==> config.mk <==
export PLATFORM = sky130hd
export DESIGN_NAME = wwdt_top
export DESIGN_NICKNAME = d
export VERILOG_FILES = /design/src/wwdt_pkg.sv /design/src/wwdt_top.sv
export SDC_FILE = /design/constraint.sdc
export NUM_CORES = 1
export LEC_CHECK = 0
export BUFFER_PORTS_ARGS = -buffer_cell sky130_fd_sc_hd__clkbuf_2
export CAP_MARGIN = 15
export CELL_PAD_IN_SITES_DETAIL_PLACEMENT = 0
export CELL_PAD_IN_SITES_GLOBAL_PLACEMENT = 2
export CORE_MARGIN = 3
export CORE_UTILIZATION = 39
export CTS_CLUSTER_DIAMETER = 80
export DETAILED_ROUTE_END_ITERATION = 12
export PLACE_DENSITY = 0.94
export SYNTH_ARGS = -nofsm -noshare
export SYNTH_HDL_FRONTEND = slang
export SYNTH_SLANG_ARGS = --single-unit
==> constraint.sdc <==
create_clock -name core_clk -period 2.9 [get_ports core_clk]
set_clock_uncertainty 0.2 [all_clocks]
set_input_delay 0.435 -clock core_clk [delete_from_list [all_inputs] [get_ports core_clk]]
set_output_delay 0.435 -clock core_clk [all_outputs]
set_load 0.01 [all_outputs]
==> src/wwdt_pkg.sv <==
// Constants for the window watchdog timer
package wwdt_pkg;

  // ----------------------------------------------------------------
  // Clock and counter widths
  // ----------------------------------------------------------------
  localparam int unsigned CLK_MHZ = 10;
  localparam int unsigned CNT_W   = 32;
  localparam int unsigned CAP_W   = 20;

  // ----------------------------------------------------------------
  // Delay pin strap encodings
  // ----------------------------------------------------------------
  typedef enum logic [1:0] {
    WWDT_DLY_OPEN   = 2'h0,
    WWDT_DLY_PULLUP = 2'h1,
    WWDT_DLY_CAP    = 2'h2
  } wwdt_dly_mode_type;

  // ----------------------------------------------------------------
  // Reset delay timing (microseconds, then cycles)
  // ----------------------------------------------------------------
  localparam int unsigned T_RST_MIN_US      = 170000;
  localparam int unsigned T_RST_TYP_US      = 200000;
  localparam int unsigned T_RST_MAX_US      = 230000;
  localparam int unsigned RST_TYP_CYC       = T_RST_TYP_US * CLK_MHZ;
  localparam int unsigned RST_MIN_CYC       = T_RST_MIN_US * CLK_MHZ;
  localparam int unsigned RST_MAX_CYC       = T_RST_MAX_US * CLK_MHZ;
  localparam int unsigned T_INIT_US         = 1000;
  localparam int unsigned INIT_CYC          = T_INIT_US * CLK_MHZ;
  localparam int unsigned CYC_PER_PF        = 10;

  // ----------------------------------------------------------------
  // Window bounds per select code (microseconds, then cycles)
  // ----------------------------------------------------------------
  localparam int unsigned T_WDL_00_US     = 20000;
  localparam int unsigned T_WDU_00_US     = 50000;
  localparam int unsigned T_WDL_01_US     = 150000;
  localparam int unsigned T_WDU_01_US     = 200000;
  localparam int unsigned T_WDL_10_US     = 400000;
  localparam int unsigned T_WDU_10_US     = 800000;
  localparam int unsigned T_WDL_11_US     = 800000;
  localparam int unsigned T_WDU_11_US     = 1600000;
  localparam int unsigned WDL_00_CYC      = T_WDL_00_US * CLK_MHZ;
  localparam int unsigned WDU_00_CYC      = T_WDU_00_US * CLK_MHZ;
  localparam int unsigned WDL_01_CYC      = T_WDL_01_US * CLK_MHZ;
  localparam int unsigned WDU_01_CYC      = T_WDU_01_US * CLK_MHZ;
  localparam int unsigned WDL_10_CYC      = T_WDL_10_US * CLK_MHZ;
  localparam int unsigned WDU_10_CYC      = T_WDU_10_US * CLK_MHZ;
  localparam int unsigned WDL_11_CYC      = T_WDL_11_US * CLK_MHZ;
  localparam int unsigned WDU_11_CYC      = T_WDU_11_US * CLK_MHZ;

  // Limits the lower bound may not exceed / upper bound may not undercut
  localparam int unsigned T_WDL_00_LIM_US = 25900;
  localparam int unsigned T_WDU_00_LIM_US = 46800;
  localparam int unsigned T_WDL_11_LIM_US = 920000;
  localparam int unsigned T_WDU_11_LIM_US = 1360000;
  localparam int unsigned WDL_00_LIM_CYC  = T_WDL_00_LIM_US * CLK_MHZ;
  localparam int unsigned WDU_00_LIM_CYC  = T_WDU_00_LIM_US * CLK_MHZ;
  localparam int unsigned WDL_11_LIM_CYC  = T_WDL_11_LIM_US * CLK_MHZ;
  localparam int unsigned WDU_11_LIM_CYC  = T_WDU_11_LIM_US * CLK_MHZ;

  // ----------------------------------------------------------------
  // Fault cause codes
  // ----------------------------------------------------------------
  localparam logic [1:0] CAUSE_NONE  = 2'h0;
  localparam logic [1:0] CAUSE_EARLY = 2'h1;
  localparam logic [1:0] CAUSE_LATE  = 2'h2;

endpackage : wwdt_pkg

==> src/wwdt_top.sv <==
// Window watchdog: kick window check and open-drain fault output
//
// Operation
// With the delay pin open the fault lasts the factory delay, nominally 200 ms within 170 to 230 ms.
// A missing kick by the upper bound holds the fault low for the reset delay, then re-arms.
// Once kicks land inside the window the fault output stays released.
// Selects both high give nominal bounds of 800 ms and 1.6 s.
// Selects both high keep the lower bound at most 920 ms and the upper at least 1360 ms.
// Selects both low keep the lower bound at most 25.9 ms and the upper at least 46.8 ms.
// A kick before the lower bound or after the upper bound raises a fault.
// The fault pin is open drain: pulled low when active, released otherwise.
// The delay pin selects capacitor, pull-up or open; the last two give the factory delay.
// The processor places each kick strictly inside the configured window.
// The falling edge of the kick input is the event checked against the window.
// Window timing restarts at each valid kick and at the end of each fault.
// With a capacitor the delay is a fixed offset plus a time proportional to capacitance.
`timescale 1ns/1ps
module wwdt_top
  import wwdt_pkg::*;
#(
  parameter int unsigned FACTORY_DLY_CYC = RST_TYP_CYC,
  parameter int unsigned DLY_INIT_CYC    = INIT_CYC,
  parameter int unsigned WDL_SEL00_CYC   = WDL_00_CYC,
  parameter int unsigned WDU_SEL00_CYC   = WDU_00_CYC,
  parameter int unsigned WDL_SEL01_CYC   = WDL_01_CYC,
  parameter int unsigned WDU_SEL01_CYC   = WDU_01_CYC,
  parameter int unsigned WDL_SEL10_CYC   = WDL_10_CYC,
  parameter int unsigned WDU_SEL10_CYC   = WDU_10_CYC,
  parameter int unsigned WDL_SEL11_CYC   = WDL_11_CYC,
  parameter int unsigned WDU_SEL11_CYC   = WDU_11_CYC
) (
  input  wire logic             core_clk,
  input  wire logic             reset_n,
  input  wire logic             kick_input,
  input  wire logic             window_select_lo,
  input  wire logic             window_select_hi,
  input  wire logic [1:0]       delay_program_pin,
  input  wire logic [CAP_W-1:0] delay_cap_pf,
  input  wire logic             fault_output_n_i,
  output logic                  fault_output_n_o,
  output logic                  fault_output_n_oe,
  output logic [1:0]            fault_cause
);

  // ----------------------------------------------------------------
  // Configuration decode
  // ----------------------------------------------------------------
  typedef enum logic {WWDT_WATCH, WWDT_FAULT} wwdt_state_type;

  function automatic logic [CNT_W-1:0] wwdt_bound(input logic [1:0] sel, input logic upper);
    logic [CNT_W-1:0] v;
    v = '0;
    unique case (sel)
      2'h0: v = upper ? CNT_W'(WDU_SEL00_CYC) : CNT_W'(WDL_SEL00_CYC);
      2'h1: v = upper ? CNT_W'(WDU_SEL01_CYC) : CNT_W'(WDL_SEL01_CYC);
      2'h2: v = upper ? CNT_W'(WDU_SEL10_CYC) : CNT_W'(WDL_SEL10_CYC);
      2'h3: v = upper ? CNT_W'(WDU_SEL11_CYC) : CNT_W'(WDL_SEL11_CYC);
    endcase
    return v;
  endfunction : wwdt_bound

  wire logic [1:0]       sel_w       = {window_select_hi, window_select_lo};
  wire logic [CNT_W-1:0] lower_cyc_w = wwdt_bound(sel_w, 1'b0);
  wire logic [CNT_W-1:0] upper_cyc_w = wwdt_bound(sel_w, 1'b1);
  wire logic [CNT_W-1:0] cap_cyc_w   = CNT_W'(delay_cap_pf) * CNT_W'(CYC_PER_PF);
  wire logic [CNT_W-1:0] delay_cyc_w = (delay_program_pin == WWDT_DLY_CAP)
                                       ? CNT_W'(DLY_INIT_CYC) + cap_cyc_w
                                       : CNT_W'(FACTORY_DLY_CYC);

  // ----------------------------------------------------------------
  // Kick edge and window checks
  // ----------------------------------------------------------------
  logic                  kick_prev_r;
  logic [CNT_W-1:0]      timer_r;
  logic [CNT_W-1:0]      timer_nxt;
  logic                  fault_r;
  logic [1:0]            cause_r;
  wwdt_state_type        state_r;
  wwdt_state_type        state_nxt;

  wire logic kick_fall_w = kick_prev_r & ~kick_input;
  wire logic watching_w  = (state_r == WWDT_WATCH);
  wire logic early_w     = watching_w & kick_fall_w & (timer_r < lower_cyc_w);
  wire logic late_w      = watching_w & ~kick_fall_w & (timer_r >= upper_cyc_w);
  wire logic valid_w     = watching_w & kick_fall_w & ~early_w;
  wire logic dly_done_w  = (state_r == WWDT_FAULT) & (timer_r >= delay_cyc_w - CNT_W'(1));

  always_comb begin
    state_nxt = state_r;
    timer_nxt = timer_r + CNT_W'(1);
    unique case (state_r)
      WWDT_WATCH: begin
        if (early_w || late_w) begin
          state_nxt = WWDT_FAULT;
          timer_nxt = '0;
        end else if (valid_w) begin
          timer_nxt = '0;
        end
      end
      WWDT_FAULT: begin
        if (dly_done_w) begin
          state_nxt = WWDT_WATCH;
          timer_nxt = '0;
        end
      end
    endcase
  end

  always_ff @(posedge core_clk or negedge reset_n) begin
    if (!reset_n) begin
      kick_prev_r <= 1'b0;
      timer_r     <= '0;
      state_r     <= WWDT_WATCH;
    end else begin
      kick_prev_r <= kick_input;
      timer_r     <= timer_nxt;
      state_r     <= state_nxt;
    end
  end

  // ----------------------------------------------------------------
  // Open-drain fault output
  // ----------------------------------------------------------------
  always_ff @(posedge core_clk or negedge reset_n) begin
    if (!reset_n) begin
      fault_r <= 1'b0;
      cause_r <= CAUSE_NONE;
    end else begin
      fault_r <= (state_nxt == WWDT_FAULT);
      if (early_w) begin
        cause_r <= CAUSE_EARLY;
      end else if (late_w) begin
        cause_r <= CAUSE_LATE;
      end
    end
  end

  assign fault_output_n_o  = 1'b0;
  assign fault_output_n_oe = fault_r;
  assign fault_cause       = cause_r;

  logic [CNT_W-1:0] fault_len_r;
  always_ff @(posedge core_clk or negedge reset_n) begin
    if (!reset_n) begin
      fault_len_r <= '0;
    end else begin
      fault_len_r <= fault_r ? fault_len_r + CNT_W'(1) : '0;
    end
  end
endmodule : wwdt_top

==> results of run 1 <==
cells in the mapped netlist (3+ instances only):
master       n  area, sq um
a2111oi_0    3         26.3
a211o_1      5         43.8
a211oi_1     9         67.6
a21o_1      25          188
a21oi_1     57          285
a311oi_1     5         43.8
a31oi_1      4         25.0
and2_1       4         25.0
and3_1      11         68.8
and4_1       3         26.3
clkbuf_1    15         56.3
dfrtp_1     36          901
ha_1       104         1300
inv_1       23         86.3
mux2i_1      7         70.1
nand2_1     48          180
nand2b_1    12         75.1
nand3_1     20          100
nand3b_1     3         22.5
nand4_1     19          119
nor2_1      58          218
nor2b_1     11         68.8
nor3_1      14         70.1
nor3b_1      3         22.5
nor4_1      11         68.8
o211a_1      5         50.1
o211ai_1     3         22.5
o21a_1       7         52.6
o21ai_0     28          140
o21ai_1      4         20.0
o31ai_1      3         22.5
or2_2        4         25.0
or3_1        5         31.3
xnor2_1     36          315
xor2_1      27          236
metal layers:
layer | track usage | vias up
met5 | 0 | -
met4 | 0.0440 | 0
met3 | 0.0144 | 17
met2 | 0.368 | 86
met1 | 0.240 | 2774
li1 | - | 2935
stage by stage:
step	setup TNS (ps)	total power, W	worst slack (ps)	instance area, sq um	cells
after floorplan	-69430	0.00169	-2120	5930	687
after global placement	-84670	0.00238	-2630	7410	1033
after detailed placement	-90740	0.00244	-2800	7410	1033
after CTS	-75850	0.00311	-2350	7910	1052
after global routing	-87040	0.00351	-2700	8350	1063
final	-78840	0.00325	-2440	8350	1063
registers in the layout, indices dropped and copies added, names as in the netlist:
signal	count
kick_prev_r	1
fault_output_n_oe	1
timer_r	32
fault_cause	2
worst paths after layout:
kind,startpoint,end,cells past startpoint
setup / recovery,delay_cap_pf[1],timer_r[6],27
hold / removal,kick_input,kick_prev_r,1
min in group asynchronous,reset_n,timer_r[2],1
hold reg to reg,fault_cause[1],fault_cause[1],1
setup reg to reg,timer_r[1],timer_r[6],13
max in group asynchronous,reset_n,timer_r[31],1
kinds of logic (layout without fill, tap and decap cells):
logic type      after synthesis  count (layout)
flops                        36              36
compound gates              189             190
fa+ha+maj                   105             105
mux                           8               8
other cells                   2               9
xor+xnor                     65              65
buf+inv                      41             236
simple gates                234             234
area by class of cell:
class	instances	area, sq um	area share
Tap cell	180	225	0.0270
Timing Repair Buffer	205	1610	0.193
Multi-Input combinational cell	611	5380	0.645
Sequential cell	36	901	0.108
Clock buffer	8	146	0.0175
Inverter	23	86.3	0.0103
what timing repair did:
action	CTS	global route
setup endpoints to repair	34	35
pin swaps	15	41
cloned	3	1
hold endpoints to repair	0	0
setup buffers	8	10
resized for setup	52	69
power breakdown:
part	switching [W]	leakage, nW	internal (W)
sequential	0.0000590	0.479	0.000552
combinational	0.00104	3.33	0.00106
clock	0.000193	0.0712	0.000342
total	0.00129	3.88	0.00196
cells in the final DEF (no fill, tap or decap), types with 6 or more instances in the layout:
master,n
clkbuf_2,26
o21ai_0,20
xor2_1,25
buf_6,6
nand2_1,48
nor4_1,8
o21a_1,7
o21ai_2,6
buf_4,163
xnor2_2,6
ha_4,13
a21oi_2,35
nor2_1,53
nor2b_1,9
ha_1,91
nor3_1,12
inv_1,20
conb_1,9
nand4_1,19
o21ai_1,7
nand3_1,15
a21oi_1,19
clkbuf_16,6
xnor2_1,31
a21o_1,24
a211oi_2,6
nand2b_1,11
dfrtp_1,36
and3_1,10
==> metrics.md, run 1 <==
| Metric | Value |
|---|---|
| Slowest CP cell | `o31ai_2` |
| Final antenna-violating net count | `0` |
| Largest net degree at the start of global routing | `37` |
| Post-synth ARST share | `1.00` |
| Worst skew pair latency | `270 ps` |
| M1 WL | `6.93 mm` |
| Seq/Total Area, Yosys | `0.161` |
| Status | `finished, violations left` |
| Fillers | `1210` |
| Die W | `126 um` |
| WL final | `15.9 mm` |
| Synth Area in XOR/XNOR | `0.105` |
| Overflow after GRT | `0` |
| DR iter-0 viols | `245` |
| Final WS setup | `-2440 ps` |
| Critical path type | `in -> reg` |
| CTS HTree Levels | `2` |
| P_leak | `3.88 nW` |
| Post-synthesis mux area share | `0.0146` |
| Largest family of logic cells by synthesized area | `compound AO/OA/AOI/OAI gates` |
| RSZ-0062 raised after global routing | `true` |
| Crit path required time | `2910 ps` |
| CTS tree | `done` |
| Initial antenna violation count | `0` |
| Final Cycle Share | `1.84` |
| Met3 WL | `371 um` |
| Slew at the pin closest to its max-slew limit | `914 ps` |
| Failing checks | `setup timing` |
| Post-synth EDFFs | `0` |
| Final min period | `5340 ps` |
| Mean post-synth cell area | `8.22 sq um` |
| Final #Nets | `1015` |
| Die ar. | `15800 sq um` |
| DRC | `0` |
| Number of global-route vias before repair | `5986` |
| Via density | `5.47` |
| Top FF cell, synth | `dfrtp_1` |
| Initial core utilization | `0.401` |
| Crit path launch type | `input port` |
| First-pass DRT Iterations | `4` |
| Most frequent CP cell | `a21oi_2` |
| Root buffer cell | `clkbuf_16` |
| Port buffer count | `29` |
| Die height | `126 um` |
| CTS Buf Count | `5` |
| Ports | `32` |
| Peak VDD IR | `212 uV` |
| Area Growth Syn to Fin | `49.4%` |
| Core Box Area | `13900 sq um` |
| Cts-stage hold buffer count | `0` |
| Fmax | `187 MHz` |
| CP peak stage delay | `430 ps` |
| Compound-cell area share of the yosys netlist | `0.237` |
| Crit Path Max Fanout | `8` |
| Final setup fails | `33` |
| DP HPWL | `12.1 mm` |
| Bufs on Longest Clock Path | `2` |
| Global-route wire length before repair | `26.8 mm` |
| DR top layer | `met4` |
| Routed len/inst | `14.9 um` |
| Met2 WL post-DR | `8.33 mm` |
| Final core utilization | `0.599` |
| Critical Path Sink Type | `flop` |
| Unique masters post-synth | `76` |
| Mapped Cells | `680` |
| Adder-Cell Fraction of Synth Area | `0.236` |
| Worst path top cell family by delay | `compound AO/OA/AOI/OAI gates` |
| Global-route usage over all layers | `0.195` |
| Site Rows | `43` |
| Max_slew headroom | `0.390` |
| Hold Worst Slack | `82.9 ps` |
| CTS sink count | `36` |
| MaxCap Viol Count | `0` |
| Reg2Reg Setup Slack | `180 ps` |
| Post-Synth Simple-Gate Area | `0.215` |
| CP Buf/Inv Count | `5` |
| Critical path data arrival time | `5340 ps` |
| Vias | `5812` |
| Yosys warns | `0` |
| Diode count | `0` |
| Cell area after synthesis | `5590 sq um` |
| Power Dens Cells | `389 nW/um^2` |
| Gpl congestion | `0.872` |
| Layout cells sized above 1 | `0.394` |
| Clock slew seen by the registers of the worst setup and hold paths | `50 ps` |
| Register bit total from synthesis | `36` |
| Final max-slew violation count | `0` |
| Hold crit path type | `in -> reg` |
| Final hold violations | `0` |
No activity file was read; power rests on OpenSTA's default activity.
==> run 2, diff against run 1 <==
--- a/config.mk
+++ b/config.mk
@@ -9,6 +9,7 @@
 export CAP_MARGIN = 15
 export CELL_PAD_IN_SITES_DETAIL_PLACEMENT = 0
 export CELL_PAD_IN_SITES_GLOBAL_PLACEMENT = 2
+export CORE_ASPECT_RATIO = 1.25
 export CORE_MARGIN = 3
 export CORE_UTILIZATION = 39
 export CTS_CLUSTER_DIAMETER = 80
==> run 2 against run 1 <==
The flow still finishes with violations (setup timing). Critical path depth shrank 5. Critical path type unchanged. Clock-buffer cell count shrank 3. Register-to-register slack lost 90 ps. Maximum frequency grew 2.7%. First-iteration DRC count shrank 6.1%. Final area shrank 2.4%.
==> metrics.md, run 2 (synthesized netlist as in run 1, its figures left out) <==
| Metric | Value |
|---|---|
| Status | `finished, violations left` |
| Failing checks | `setup timing` |
| Area after DPL | `7310 sq um` |
| Root buffer cell | `clkbuf_16` |
| Final antenna-violating net count | `0` |
| Crit path launch type | `input port` |
| DR iter-0 viols | `230` |
| RSZ-0062 raised after global routing | `true` |
| Peak VDD IR | `541 uV` |
| Worst path top cell family by delay | `compound AO/OA/AOI/OAI gates` |
| Max FFs per register | `32` |
| WL final | `15.3 mm` |
| Area Growth Syn to Fin | `45.8%` |
| Global-route wire length before repair | `25.3 mm` |
| Hold crit path type | `in -> async` |
| P_leak | `3.81 nW` |
| Ports | `32` |
| Power Dens Cells | `397 nW/um^2` |
| Overflow after GRT | `0` |
| Die height | `140 um` |
| Final min period | `5200 ps` |
| Slowest CP cell | `or4_4` |
| Port buffer count | `29` |
| CTS sink count | `36` |
| Crit Path Max Fanout | `5` |
| First-pass DRT Iterations | `5` |
| Die W | `113 um` |
| CP peak stage delay | `530 ps` |
| Clock slew seen by the registers of the worst setup and hold paths | `60 ps` |
| Die ar. | `15800 sq um` |
| Core Box Area | `13900 sq um` |
| CP Buf/Inv Count | `4` |
| Bufs on Longest Clock Path | `2` |
| Final setup fails | `33` |
| Hold Worst Slack | `52.9 ps` |
| Most frequent CP cell | `ha_4` |
| Diode count | `0` |
| Final Power | `0.00324 W` |
| Final #Nets | `1004` |
| Post-route cell area | `8150 sq um` |
| Critical path data arrival time | `5160 ps` |
| MaxCap Viol Count | `0` |
| Critical path cell sequence | `buf_2 > ha_4 > ha_4 > a211o_4 > a211o_1 > a211oi_4 > buf_4 > o21ai_2 > xor2_2 > nand2_2 > a2111oi_4 > a311oi_2 > or4_4 > xor2_1 > ha_1 > nand4_1 > a211oi_1 > o21ai_1 > a31oi_4 > buf_6 > clkbuf_16 > a21oi_2` |
| DP HPWL | `12.1 mm` |
| Biggest register | `timer_r` |
| CTS Buf Count | `5` |
| Final max-slew violation count | `0` |
| Initial antenna violation count | `0` |
| DRC | `0` |
| Final WS setup | `-2300 ps` |
| Routed len/inst | `14.6 um` |
| Vias | `5711` |
| Slew at the pin closest to its max-slew limit | `856 ps` |
| Via density | `5.45` |
| Worst skew pair latency | `280 ps` |
| Largest net degree at the start of global routing | `37` |
| CTS tree | `done` |
| Critical path type | `in -> reg` |
| Max_slew headroom | `0.429` |
| Final hold violations | `0` |
| Commonest non-fill, non-tap cell in the layout | `buf_4` |
| Final Cycle Share | `1.79` |
| CTS HTree Levels | `2` |
| Global-route usage over all layers | `0.185` |
| Initial core utilization | `0.401` |
| Layout cells sized above 1 | `0.376` |
| Crit path required time | `2860 ps` |
| Site Rows | `48` |
| Number of global-route vias before repair | `5844` |
| Most frequent cells in the layout | `buf_4 (155), ha_1 (87), nor2_1 (55)` |
| Critical Path Sink Type | `flop` |
| Gpl congestion | `0.883` |
| Fmax | `192 MHz` |
| Setup TNS | `-74570 ps` |
[run 2: layout make-up]
class                   count  area, sq um
fillers                  1226         5790
multi-input cells         610         5270
repair buffers            195         1500
flip-flops and latches     36          901
well taps                 175          219
clock buffers               5          125
inverters                  23         86.3
clock inverters             3         42.5
[run 2: path summary, 6_finish.rpt]
kind	cells past startpoint	to	start	slack, ps
max	22	timer_r[13]	delay_cap_pf[4]	-2300
min	1	timer_r[4]	reset_n	50
max reg2reg	13	timer_r[13]	timer_r[1]	90
min reg2reg	1	fault_cause[1]	fault_cause[1]	280
max in group asynchronous	1	timer_r[29]	reset_n	1910
min in group core_clk	1	kick_prev_r	kick_input	70
[run 2: worst reg2reg max path: stages, from the launching register on]
cell,delay [ps]
dfrtp_1,390
ha_1,290
a21o_1,170
a21o_1,170
a21o_1,170
a21oi_1,140
nor2b_1,60
o21ai_0,160
a31oi_1,150
o21ai_1,250
a31oi_4,160
buf_6,160
clkbuf_16,150
a21oi_2,110
[run 2: timing repair]
action | in CTS | in global routing
hold buffers | 0 | 0
hold endpoints to repair | 0 | 0
setup endpoints to repair | 35 | 35
gates resized for setup | 33 | 74
cloned | 2 | 1
pin swaps | 12 | 32
setup buffers | 13 | 6
[run 2: through the flow]
stage,utilization,cells,setup WS (ps)
global route,0.585,1047,-2560
floorplan,-,687,-2120
detailed placement,0.525,1018,-2800
global placement,0.525,1018,-2640
finish,0.585,1047,-2300
CTS,0.559,1041,-2250
[run 2: where the power goes]
group / total, W / internal (W) / switching (W)
logic: 0.00201 / 0.00102 / 0.000990
clock network: 0.000610 / 0.000403 / 0.000207
registers: 0.000612 / 0.000552 / 0.0000602
total: 0.00324 / 0.00198 / 0.00126
[run 2: layer usage]
| layer | vias up | GRT usage | part of all wire |
|---|---|---|---|
| met4 | 0 | 0.0532 | 0.018 |
| li1 | 2914 | - | - |
| met2 | 77 | 0.366 | 0.56 |
| met5 | - | 0 | 0 |
| met1 | 2694 | 0.210 | 0.41 |
| met3 | 26 | 0.00957 | 0.015 |
